### src/rtl/kwsc_pkg.sv
// Package for the key wake-up and standby control block: constants, types.
// Assumes a single ref_clk domain at 125 MHz and an active-low async reset.
`default_nettype none

package kwsc_pkg;
  // Register map on the plain port
  localparam logic [3:0] KWSC_ADDR_PCC    = 4'h0;
  localparam logic [3:0] KWSC_ADDR_SELECT = 4'h1;
  localparam logic [3:0] KWSC_ADDR_FLAGS  = 4'h2;
  localparam logic [3:0] KWSC_ADDR_IRQ_ST = 4'h3;
  localparam logic [3:0] KWSC_ADDR_IRQ_MK = 4'h4;
  // Field positions
  localparam int KWSC_PCC_STOP_BIT = 3;
  localparam int KWSC_PCC_HALT_BIT = 2;
  localparam int KWSC_FLAG_REQ_BIT = 0;
  localparam int KWSC_FLAG_EN_BIT  = 1;
  localparam int KWSC_EVT_EDGE     = 0;
  localparam int KWSC_EVT_KRST     = 1;
  localparam int KWSC_EVT_WAKE     = 2;
  // Edge select value that routes all four keys
  localparam logic [3:0] KWSC_SEL_ALL_KEYS = 4'h1;
  // Reset values
  localparam logic [3:0] KWSC_SEL_RESET = 4'h0;
  localparam logic [3:0] KWSC_PCC_RESET = 4'h0;
  // Oscillation stabilisation wait
  localparam int KWSC_CLK_MHZ     = 125;
  localparam int KWSC_OSC_WAIT_US = 56;
  localparam int KWSC_OSC_WAIT_CYC = KWSC_OSC_WAIT_US * KWSC_CLK_MHZ;
  localparam logic [13:0] KWSC_CNT_ZERO = 14'h0000;
  // Key reset pulse length
  localparam logic [3:0] KWSC_KRST_CYC = 4'h4;

  typedef enum logic [1:0] {KWSC_RUN, KWSC_HALT, KWSC_STOP, KWSC_WAIT} kwsc_mode_e;

  typedef struct packed {
    logic       wr;
    logic       rd;
    logic [3:0] addr;
    logic [7:0] wdata;
  } kwsc_bus_s;

  typedef struct packed {
    logic cpu_clk_en;
    logic osc_en;
    logic sys_reset;
    logic release_evt;
  } kwsc_pwr_s;
endpackage

`default_nettype wire

### src/rtl/kwsc_edge.sv
// Key falling-edge detector: one pulse per selected falling edge seen while all keys were high.
// Assumes synchronised key levels on ref_clk.
`default_nettype none

module kwsc_edge
  import kwsc_pkg::*;
(
  // Clock and reset
  input  wire logic       ref_clk,
  input  wire logic       rst_n,
  input  wire logic       clk_en,
  // Keys and select
  input  wire logic [3:0] key_level,
  input  wire logic [3:0] key_edge_select_register,
  output logic            key_test_source
);
  import kwsc_pkg::*;
  logic [3:0] prev_reg;
  logic [3:0] fall;
  logic       any_low_other;

  // Keys are wired together: all must be high before for an edge to count
  genvar g;
  generate
    for (g = 0; g < 4; g++) begin : g_fall
      assign fall[g] = prev_reg[g] & ~key_level[g];
    end
  endgenerate

  always_comb begin
    any_low_other = ~(&prev_reg);
  end

  assign key_test_source = (|fall) & ~any_low_other &
                           (key_edge_select_register == KWSC_SEL_ALL_KEYS);

  // Previous level register
  always_ff @(posedge ref_clk or negedge rst_n) begin
    if (!rst_n) begin
      prev_reg <= 4'hF;
    end else if (clk_en) begin
      prev_reg <= key_level;
    end
  end

  // A key seen low on the last enabled edge must mask every edge now
  property p_block_low;
    @(posedge ref_clk) disable iff (!rst_n)
    clk_en && !(&key_level) |=> !key_test_source;
  endproperty
  a_block_low: assert property (p_block_low) else $error("edge passed while key low");

  // Any select value but the all-keys code keeps detection off
  property p_sel_gate;
    @(posedge ref_clk) disable iff (!rst_n)
    key_edge_select_register != KWSC_SEL_ALL_KEYS |-> !key_test_source;
  endproperty
  a_sel_gate: assert property (p_sel_gate) else $error("edge passed with keys unselected");
endmodule

`default_nettype wire

### src/rtl/kwsc_sync.sv
// Two-flop synchroniser bank for the key and key-reset-enable pins.
// Assumes pins are asynchronous to ref_clk.
`default_nettype none

module kwsc_sync #(
  parameter int W = 5
) (
  // Clock and reset
  input  wire logic         ref_clk,
  input  wire logic         rst_n,
  input  wire logic         clk_en,
  // Pins in, synchronised out
  input  wire logic [W-1:0] pin_in,
  output logic      [W-1:0] pin_sync
);
  logic [W-1:0] meta_reg;

  // First stage feeds only the second; keys idle high after reset
  always_ff @(posedge ref_clk or negedge rst_n) begin
    if (!rst_n) begin
      meta_reg <= '1;
      pin_sync <= '1;
    end else if (clk_en) begin
      meta_reg <= pin_in;
      pin_sync <= meta_reg;
    end
  end
endmodule

`default_nettype wire

### src/rtl/kwsc_top.sv
// Key wake-up and standby control: key test request, key reset, STOP/HALT.
// Assumes registers are reached over a plain strobe port on ref_clk and
// that the interrupt controller supplies its own pending-enabled level.
`default_nettype none

module kwsc_top
  import kwsc_pkg::*;
#(
  parameter int OSC_WAIT_CYC = KWSC_OSC_WAIT_CYC
) (
  // Clock and reset
  input  wire logic       ref_clk,
  input  wire logic       rst_n,
  input  wire logic       clk_en,
  // Register port
  input  wire kwsc_pkg::kwsc_bus_s bus,
  output logic [7:0]      rdata,
  // Key pins
  input  wire logic       key_return_input_0,
  input  wire logic       key_return_input_1,
  input  wire logic       key_return_input_2,
  input  wire logic       key_return_input_3,
  input  wire logic       key_reset_enable_pin,
  // Processor side
  input  wire logic       stop_exec,
  input  wire logic       halt_exec,
  input  wire logic       other_irq_pending,
  // Power and interrupt outputs
  output kwsc_pkg::kwsc_pwr_s pwr,
  output logic            irq
);
  import kwsc_pkg::*;

  typedef struct packed {
    kwsc_mode_e  mode;
    logic [3:0]  processor_clock_control;
    logic [3:0]  sel;
    logic        req;
    logic        en;
    logic [2:0]  st;
    logic [2:0]  mk;
    logic [13:0] cnt;
    logic [3:0]  krst;
    logic [7:0]  rdata;
  } kwsc_state_s;

  kwsc_state_s state_reg;
  kwsc_state_s state_next;

  logic [4:0] pin_sync;
  logic       key_test_source;
  logic       key_reset_enable_pin_s;
  logic       release_lvl;
  logic       key_reset_hit;
  logic       edge_sets_flag;
  logic [2:0] evt;

  // Synchronise keys and enable pin before any logic reads them
  kwsc_sync #(.W(5)) u_sync (
    .ref_clk  (ref_clk),
    .rst_n    (rst_n),
    .clk_en   (clk_en),
    .pin_in   ({key_reset_enable_pin, key_return_input_3, key_return_input_2,
                key_return_input_1, key_return_input_0}),
    .pin_sync (pin_sync)
  );
  assign key_reset_enable_pin_s = pin_sync[4];

  kwsc_edge u_edge (
    .ref_clk                  (ref_clk),
    .rst_n                    (rst_n),
    .clk_en                   (clk_en),
    .key_level                (pin_sync[3:0]),
    .key_edge_select_register (state_reg.sel),
    .key_test_source          (key_test_source)
  );

  // Edge routing: reset wins only in STOP with the pin high
  assign key_reset_hit  = key_test_source & (state_reg.mode == KWSC_STOP) & key_reset_enable_pin_s;
  assign edge_sets_flag = key_test_source & ~key_reset_hit;
  // Release needs both flags; other sources arrive as one level
  assign release_lvl = (state_reg.req & state_reg.en) | other_irq_pending;

  // Next-state logic
  always_comb begin
    state_next       = state_reg;
    state_next.rdata = 8'h00;
    evt              = 3'h0;

    // Request flag: hardware set wins over software clear
    if (bus.wr && bus.addr == KWSC_ADDR_FLAGS) begin
      state_next.req = bus.wdata[KWSC_FLAG_REQ_BIT];
      state_next.en  = bus.wdata[KWSC_FLAG_EN_BIT];
    end
    if (edge_sets_flag) begin
      state_next.req = 1'b1;
      evt[KWSC_EVT_EDGE] = 1'b1;
    end

    // Edge select is one four-bit write
    if (bus.wr && bus.addr == KWSC_ADDR_SELECT) begin
      state_next.sel = bus.wdata[3:0];
    end
    if (bus.wr && bus.addr == KWSC_ADDR_PCC) begin
      state_next.processor_clock_control[1:0] = bus.wdata[1:0];
    end
    if (bus.wr && bus.addr == KWSC_ADDR_IRQ_MK) begin
      state_next.mk = bus.wdata[2:0];
    end

    // Key reset pulse stretch
    if (state_reg.krst != 4'h0) begin
      state_next.krst = state_reg.krst - 4'h1;
    end

    // Standby mode sequencer; register writes still land while asleep
    case (state_reg.mode)
      KWSC_RUN: begin
        if (stop_exec) begin
          state_next.processor_clock_control[KWSC_PCC_STOP_BIT] = 1'b1;
          state_next.mode = KWSC_STOP;
        end else if (halt_exec) begin
          state_next.processor_clock_control[KWSC_PCC_HALT_BIT] = 1'b1;
          state_next.mode = KWSC_HALT;
        end
      end
      KWSC_HALT: begin
        if (release_lvl) begin
          state_next.processor_clock_control[KWSC_PCC_HALT_BIT] = 1'b0;
          state_next.mode = KWSC_RUN;
          evt[KWSC_EVT_WAKE] = 1'b1;
        end
      end
      KWSC_STOP: begin
        if (key_reset_hit) begin
          // Enable flags untouched: only mode, STOP bit, reset pulse and key-reset status change
          state_next.processor_clock_control[KWSC_PCC_STOP_BIT] = 1'b0;
          state_next.mode = KWSC_RUN;
          state_next.krst = KWSC_KRST_CYC;
          evt[KWSC_EVT_KRST] = 1'b1;
        end else if (release_lvl) begin
          state_next.cnt  = 14'(OSC_WAIT_CYC - 1);
          state_next.mode = KWSC_WAIT;
        end
      end
      KWSC_WAIT: begin
        if (state_reg.cnt == KWSC_CNT_ZERO) begin
          state_next.processor_clock_control[KWSC_PCC_STOP_BIT] = 1'b0;
          state_next.mode = KWSC_RUN;
          evt[KWSC_EVT_WAKE] = 1'b1;
        end else begin
          state_next.cnt = state_reg.cnt - 14'h0001;
        end
      end
      default: state_next.mode = KWSC_RUN;
    endcase

    // Sticky status, set wins over write-one-to-clear
    if (bus.wr && bus.addr == KWSC_ADDR_IRQ_ST) begin
      state_next.st = state_reg.st & ~bus.wdata[2:0];
    end
    state_next.st = state_next.st | evt;

    // Read data one cycle after the strobe
    if (bus.rd) begin
      case (bus.addr)
        KWSC_ADDR_PCC:    state_next.rdata = {4'h0, state_reg.processor_clock_control};
        KWSC_ADDR_SELECT: state_next.rdata = {4'h0, state_reg.sel};
        KWSC_ADDR_FLAGS:  state_next.rdata = {5'h00, key_reset_enable_pin_s, state_reg.en, state_reg.req};
        KWSC_ADDR_IRQ_ST: state_next.rdata = {5'h00, state_reg.st};
        KWSC_ADDR_IRQ_MK: state_next.rdata = {5'h00, state_reg.mk};
        default:          state_next.rdata = 8'h00;
      endcase
    end
  end

  // State register; clk_en low freezes everything
  always_ff @(posedge ref_clk or negedge rst_n) begin
    if (!rst_n) begin
      state_reg       <= '0;
      state_reg.mode  <= KWSC_RUN;
      state_reg.sel   <= KWSC_SEL_RESET;
      state_reg.processor_clock_control   <= KWSC_PCC_RESET;
    end else if (clk_en) begin
      state_reg <= state_next;
    end
  end

  // Outputs: oscillator off only in STOP, CPU clock off in any standby
  always_comb begin
    pwr.osc_en      = (state_reg.mode != KWSC_STOP);
    pwr.cpu_clk_en  = (state_reg.mode == KWSC_RUN);
    pwr.sys_reset   = (state_reg.krst != 4'h0);
    pwr.release_evt = state_reg.st[KWSC_EVT_WAKE] | state_reg.st[KWSC_EVT_KRST];
  end
  assign rdata = state_reg.rdata;
  assign irq   = |(state_reg.st & state_reg.mk);

  // Checks
  property p_req_set;
    @(posedge ref_clk) disable iff (!rst_n)
    clk_en && edge_sets_flag |=> state_reg.req;
  endproperty
  a_req_set: assert property (p_req_set) else $error("request flag not set");

  property p_req_hold;
    @(posedge ref_clk) disable iff (!rst_n)
    state_reg.req && !(clk_en && bus.wr && bus.addr == KWSC_ADDR_FLAGS) |=> state_reg.req;
  endproperty
  a_req_hold: assert property (p_req_hold) else $error("request flag dropped alone");

  property p_release;
    @(posedge ref_clk) disable iff (!rst_n)
    clk_en && state_reg.mode == KWSC_HALT && state_reg.req && state_reg.en |=> state_reg.mode == KWSC_RUN;
  endproperty
  a_release: assert property (p_release) else $error("halt not released");

  property p_krst;
    @(posedge ref_clk) disable iff (!rst_n)
    clk_en && key_reset_hit |=> pwr.sys_reset && state_reg.mode == KWSC_RUN && $stable(state_reg.req);
  endproperty
  a_krst: assert property (p_krst) else $error("key reset missing");

  property p_no_krst;
    @(posedge ref_clk) disable iff (!rst_n)
    key_test_source && !(state_reg.mode == KWSC_STOP && key_reset_enable_pin_s) |-> !key_reset_hit;
  endproperty
  a_no_krst: assert property (p_no_krst) else $error("key reset outside stop");

  property p_en_keep;
    @(posedge ref_clk) disable iff (!rst_n)
    clk_en && key_reset_hit |=> $stable(state_reg.en);
  endproperty
  a_en_keep: assert property (p_en_keep) else $error("enable changed by key reset");

  property p_osc;
    @(posedge ref_clk) disable iff (!rst_n)
    state_reg.mode == KWSC_HALT |-> pwr.osc_en && !pwr.cpu_clk_en;
  endproperty
  a_osc: assert property (p_osc) else $error("halt clocks wrong");

  property p_stop_osc;
    @(posedge ref_clk) disable iff (!rst_n)
    state_reg.mode == KWSC_STOP |-> !pwr.osc_en;
  endproperty
  a_stop_osc: assert property (p_stop_osc) else $error("oscillator runs in stop");

  property p_wait;
    @(posedge ref_clk) disable iff (!rst_n)
    clk_en && state_reg.mode == KWSC_STOP && release_lvl && !key_reset_hit |=> state_reg.mode == KWSC_WAIT;
  endproperty
  a_wait: assert property (p_wait) else $error("no stabilisation wait");

  property p_stop_entry;
    @(posedge ref_clk) disable iff (!rst_n)
    clk_en && state_reg.mode == KWSC_RUN && stop_exec |=> state_reg.processor_clock_control[KWSC_PCC_STOP_BIT];
  endproperty
  a_stop_entry: assert property (p_stop_entry) else $error("stop bit not set");

  c_halt_wake: cover property (@(posedge ref_clk) disable iff (!rst_n)
    state_reg.mode == KWSC_HALT ##1 state_reg.mode == KWSC_RUN);
  c_krst: cover property (@(posedge ref_clk) disable iff (!rst_n) key_reset_hit);
  c_wait_done: cover property (@(posedge ref_clk) disable iff (!rst_n)
    state_reg.mode == KWSC_WAIT ##1 state_reg.mode == KWSC_RUN);
endmodule

`default_nettype wire
### config.mk
export PLATFORM = sky130hd
export DESIGN_NAME = kwsc_top
export DESIGN_NICKNAME = d
export VERILOG_FILES = /design/src/rtl/kwsc_pkg.sv /design/src/rtl/kwsc_edge.sv /design/src/rtl/kwsc_sync.sv /design/src/rtl/kwsc_top.sv
export SDC_FILE = /design/constraint.sdc
export NUM_CORES = 1
export LEC_CHECK = 0
export ABC_AREA = 1
export BUFFER_PORTS_ARGS = -buffer_cell sky130_fd_sc_hd__buf_2
export CAP_MARGIN = 5
export CORE_UTILIZATION = 25
export CTS_CLUSTER_DIAMETER = 200
export DETAILED_ROUTE_END_ITERATION = 10
export GPL_TIMING_DRIVEN = 0
export MAX_ROUTING_LAYER = met4
export PLACE_DENSITY = 0.45
export RECOVER_POWER = 100
export SLEW_MARGIN = 20
export SYNTH_ARGS = -nofsm -noshare
export SYNTH_HDL_FRONTEND = slang
export SYNTH_SLANG_ARGS = --single-unit
### constraint.sdc
create_clock -name ref_clk -period 2.5 [get_ports ref_clk]
set_input_delay 0.5 -clock ref_clk [delete_from_list [all_inputs] [get_ports ref_clk]]
set_output_delay 0.5 -clock ref_clk [all_outputs]
set_load 0.02 [all_outputs]
[After elaboration in Yosys (flattened, before gate mapping)]
Cells that the tools add are included.
Word-level totals
  register bits after elaboration: 58
  bits of input ports: 25
  word-level logic and storage cells: 115
  output and inout port bits: 13
Operators by class
  reductions and logical operators: 25
  multiplexer cells: 32
  add/subtract/negate cells: 2
  bitwise logic cells: 21
  equality and inequality tests: 20
Operator list (count)
  two-way mux 14 bit: 3
  case mux 14 bit (2 select lines): 1
  != test 2 bit (second input constant): 10
  case mux 4 bit (5 select lines): 1
  AND reduction 5 bit: 4
  two-way mux 4 bit: 4
  zero test 14 bit: 1
  subtractor 14 x 1 -> 14 bit (second input constant): 1
  two-way mux 2 bit: 6
  two-way mux 1 bit: 11
  bitwise AND 1 bit: 10
  AND reduction 2 bit: 5
  == test 4 x 1 -> 1 bit (second input constant): 2
  == test 4 x 2 -> 1 bit (second input constant): 2
  case mux 2 bit (4 select lines): 1
  bitwise AND 3 bit: 2
  two-way mux 3 bit: 2
  != test 3 bit (second input constant): 2
  nonzero test 2 bit: 3
  logical AND 1 bit: 5
  inverter 1 bit: 5
  == test 2 bit (second input constant): 2
  == test 4 x 3 -> 1 bit (second input constant): 1
  zero test 4 bit: 1
  other kinds (13): 15

[Longest topological paths before layout]
  word-level depth: 11
  gate-level depth with buffers: 10

[Cells and area by module]
Synthesis repeated with hierarchy kept, for this count alone.
Second synthesis, totals
  cell total of the unflattened synthesis: 420
  area, all modules: 3076.7 um^2
Modules (own cells, without submodules)
  kwsc_top: area each 2473.6 um^2, seq. area each 1001.0 um^2, cells each 348, times used 1
  kwsc_sync: area each 392.9 um^2, seq. area each 262.8 um^2, cells each 42, times used 1
  kwsc_edge: area each 210.2 um^2, seq. area each 105.1 um^2, cells each 30, times used 1

[Worst setup path before layout]
OpenSTA, ideal clock, no wires.
  path type: register to register
  start point: register u_edge.prev_reg[2]
  end point: register state_reg[14] (netlist name)
  cell stages (with the launch flop): 9
  path slack: 1.057 ns
  data arrival time: 1.325 ns
  buffers on the path: 1
  period minus slack after synthesis: 1.443 ns
  cell sequence: dfstp_2 -> inv_1 -> nor3_2 -> nand3_4 -> nand2_2 -> nor2_4 -> buf_8 -> nand2_2 -> o21ai_2
On the way
  word-level cells in the longest chain between the ends: 8
  elaborated cells between the ends (all ways): 9
  those cells by class: 1 x eq/ne; 5 x bitwise; 3 x reduce/logical
Ends and longest elaborated chain
  start: declaration: line kwsc_edge.sv:18  | logic [3:0] prev_reg;
  start signal: assignment: line kwsc_edge.sv:42  | prev_reg <= key_level;
  bitwise AND 1 bit: line kwsc_edge.sv:26  | assign fall[g] = prev_reg[g] & ~key_level[g];
  OR reduction 4 bit: line kwsc_edge.sv:34  | assign key_test_source = (|fall) & ~any_low_other &
  bitwise AND 1 bit * (2 in series): line kwsc_edge.sv:34
  bitwise AND 1 bit * (2 in series): line kwsc_top.sv:79  | assign key_reset_hit = key_test_source & (state_reg.mode == KWSC_STOP) & key_reset_enable_pin_s;
  != test 2 bit (no source line) *
  AND reduction 5 bit (no source line) *
  end signal: assignment: line kwsc_top.sv:185  | state_reg <= state_next;
  end: declaration: line kwsc_top.sv:47  | kwsc_state_s state_reg;
Every way passes the cells marked *; elsewhere a longest branch is shown, timed or not.
A chain may end at the register's enable or synchronous reset.

[Final worst setup path]
  start point: register state_reg[43] (netlist name)
  end point: register state_reg[14] (netlist name)
On the way
  word-level cells in the longest chain between the ends: 5
  elaborated cells between the ends (all ways): 10
  those cells by class: 5 x eq/ne; 1 x mux; 2 x bitwise; 2 x reduce/logical
Ends and longest elaborated chain (line)
  == test 2 bit: kwsc_top.sv:79, kwsc_top.sv:117
  bitwise AND 1 bit (2 in series): kwsc_top.sv:79
  != test 2 bit (no source line)
  AND reduction 5 bit (no source line)
Several ways; a longest one is shown, not always the timed one.

==> reports/results.txt <==
Sw Share - 0.3851
period utilization - 0.8066
CORE AREA - 0.01206 mm^2
Ant. Diodes - 0
# Max-Cap Violations - 0
# IOs - 38
sequential-to-total area share from yosys stat - 0.4418
Post-Synth Adder-Cell Area - 0.01212
Final Skew - 0.008751 ns
LEAKAGE - 1.797 nW
multiplexer area fraction after synthesis - 0
Worst VDD drop - 0.2580 mV
number of DRC markers in iteration 0 - 131
setup TNS - 0 ns
Hold Vio Cnt, Final - 0
Clock Path Buffers - 2
pins over their slew limit - 0
r2r setup slk - 0.48 ns
Worst Setup EP - state_reg[14]$_DFFE_PN0P_
status - complete, no violations
max incr delay on CP - 0.35 ns
Synth Area in Simple Gates - 0.3522
crit path DAT - 2.20 ns
Clock power frac - 0.245
Compound-Gate Fraction of Synth Area - 0.08078
syn avg cell area - 7.411 um^2
FMAX - 495.9 MHz
Setup Viol. Count Final - 0
Synth warnings - 0
Sequential cell area - 0.001369 mm^2
max FFs per register - 36
row cnt - 40
Final Power - 3.121 mW
Reg power frac - 0.406
PortBufs - 29
Hold WC Path Type - in2reg
vias per cell - 4.032
CTS Sinks - 54
largest family of logic cells by synthesized area - simple AND/OR/NAND/NOR gates
grt total ovfl - 0
CP Launch Type - register
# DRC - 0
reg2reg end - state_reg[14]$_DFFE_PN0P_
WP depth - 9
RePlAce Congestion - 0.8316
Worst EP required - 2.69 ns
area growth from synthesis to layout - 15.55%
CP max FO - 10
# Post-CTS Setup Buffers - 0
area of the multi-input gates - 0.001419 mm^2
Die Y - 113.3 um
DR WL/cell - 10.82 um
Pint - 1.919 mW
Top delay family on crit path - simple AND/OR/NAND/NOR gates
Net Switching - 1.202 mW
post-synthesis register bit count - 54
Die X - 113.3 um
Die ar. - 0.01284 mm^2
CTS tree - built
first-pass GRT wire length - 11,780 um
DR vias - 2,524
Netlist cell types - 32
cell count after synthesis - 418
root buf cell - clkbuf_16
First-pass DRT Iterations - 4
CTS H-tree depth - 2
initial antenna violation count - 0
final cell count without fillers - 626
Pwr per Cell Area - 872.0 mW/mm^2
total wire length - 6776 um
slowest CP cell - clkbuf_1
synthesized area - 0.003098 mm^2
GR Util All Layers - 0.1192
crit-path most repeated cell - nand2_1
largest net degree at the start of global routing - 55
Worst setup startpoint - state_reg[43]$_DFFE_PN0P_
number of routed nets with antenna violations - 0
share of cells above drive strength 1 - 0.1703
Min-Delay Path Depth - 3
Logic pwr share - 0.350
XOR/XNOR Fraction of Synth Area - 0.01696
Critical R2R Launch - state_reg[43]$_DFFE_PN0P_
cts repair resizes - 0
RSZ-0062 raised after global routing - false
crit path kind - reg2reg
vias in the first global route - 2,443
Worst-Margin Slew - 1.384 ns
initial cell density of the core - 0.2568
Reg clk slew, reported paths - 0.07 ns
TritonCTS buffer count - 5
R2R cell count - 9
cts-stage hold buffer count - 0
Post-DP HPWL - 5107 um
crit path cell chain - clkbuf_1 -> nand2_1 -> nor2_1 -> nand3_1 -> nand2_1 -> nor2_4 -> buf_8 -> nand2_1 -> o21ai_2
post-layout minimum cycle time - 2.017 ns
Inst Count DP - 618
worst rel slew slack - 0.07710
Fillers - 1,326
worst path bufs/invs - 2
CP Capture Type - register
fin nets - 485
Clock Latency Late Sink - 0.30 ns
cell usage in the layout, fill, tap and decap left out, drive strengths merged:
cell     instances
clkinv           1
ha               3
xor2             6
o21ai           32
a22oi            1
o31ai            2
nor2            45
o2111ai          1
a31oi            1
nand3           32
inv             49
nand2          160
or2              4
a21oi            6
buf             26
nand4            5
dfstp           14
conb             4
nor3             1
clkbuf          25
dfrtp           40
metrics by stage:
stage | utilization | area, um^2 | setup slack, ns | hold WS, ns
after floorplan | - | 3109 | 1.057 | 0.2044
after global placement | 0.2872 | 3465 | 0.7977 | 0.4534
after detailed placement | 0.2874 | 3467 | 0.7935 | 0.4536
after CTS | 0.3009 | 3630 | 0.6536 | 0.2848
after global routing | 0.2968 | 3580 | 0.2861 | 0.3999
final | 0.2968 | 3580 | 0.4834 | 0.4000
power by group through the flow:
| stage | logic (mW) | clock network (mW) | registers (mW) |
|---|---|---|---|
| floorplan | 0.908 | 0 | 1.24 |
| global placement | 1.13 | 0 | 1.29 |
| detailed placement | 1.15 | 0 | 1.28 |
| CTS | 1.15 | 0.794 | 1.27 |
| global route | 1.29 | 0.829 | 1.30 |
| finish | 1.09 | 0.764 | 1.27 |
worst min-delay path: cells and delay by family:
kind / cells / cell delay [ns]
buf+inv: 1 / 0.09
simple gates: 2 / 0.10
worst min path at each step:
| stage | start | end | slack (ns) |
|---|---|---|---|
| detailed placement | u_edge.prev_reg[0]$_DFFE_PN1P_ | u_edge.prev_reg[0]$_DFFE_PN1P_ | 0.45 |
| finish | key_return_input_1 | u_sync.meta_reg[1]$_DFFE_PN1P_ | 0.40 |
| floorplan | rst_n | rdata[0]$_DFFE_PN0P_ | 0.20 |
| global placement | u_edge.prev_reg[1]$_DFFE_PN1P_ | u_edge.prev_reg[1]$_DFFE_PN1P_ | 0.45 |
| CTS | rst_n | rdata[0]$_DFFE_PN0P_ | 0.28 |
| global route | key_return_input_3 | u_sync.meta_reg[3]$_DFFE_PN1P_ | 0.40 |
layout make-up:
type / instances / area share
multi-input combinational: 303 / 0.3964
sequential: 54 / 0.3824
tap: 168 / 0.05872
inverter: 49 / 0.05138
clock buffer: 7 / 0.04299
timing repair buffer: 29 / 0.03635
buffer: 15 / 0.02936
clock inverter: 1 / 0.002447
per-layer routing:
| metal | vias up | track usage | share of wire |
|---|---|---|---|
| li1 | 1370 | - | - |
| met1 | 1108 | 0.1660 | 0.54 |
| met2 | 42 | 0.1767 | 0.43 |
| met3 | 4 | 0.02089 | 0.026 |
| met4 | 0 | 0.03421 | 0.0083 |
| met5 | - | - | 0 |
synth_stat cells:
cell type  count  area [um^2]
nand2_1      150        563.0
inv_1         47        176.4
dfrtp_1       40         1001
nor2_1        36        135.1
nand3_1       29        145.1
o21ai_0       20        100.1
dfstp_2       14        367.9
buf_4          9        67.56
nand2_2        8        50.05
a21oi_1        6        30.03
nor2_2         6        37.54
o21ai_1        6        30.03
o21ai_2        6        52.55
xor2_1         6        52.55
nand4_1        5        31.28
or2_2          4        25.02
clkbuf_1       3        11.26
ha_1           3        37.54
nor2_4         3        33.78
inv_2          2        7.510
nand2_4        2        22.52
nand3_2        2        20.02
o31ai_1        2        15.01
a22oi_1        1        7.510
a31oi_1        1        6.260
buf_2          1        5.000
buf_6          1        11.26
buf_8          1        15.01
conb_1         1        3.750
nand3_4        1        17.52
nor3_2         1        10.01
o2111ai_1      1        8.760
cells by family after synthesis:
kind of cell,after synthesis
flip-flops,54
other,1
buffers and inverters,64
AO/OA/AOI/OAI,43
XOR/XNOR,6
AND/OR/NAND/NOR,247
adder cells (fa/ha/maj),3
(Power assumes the default switching activity.)
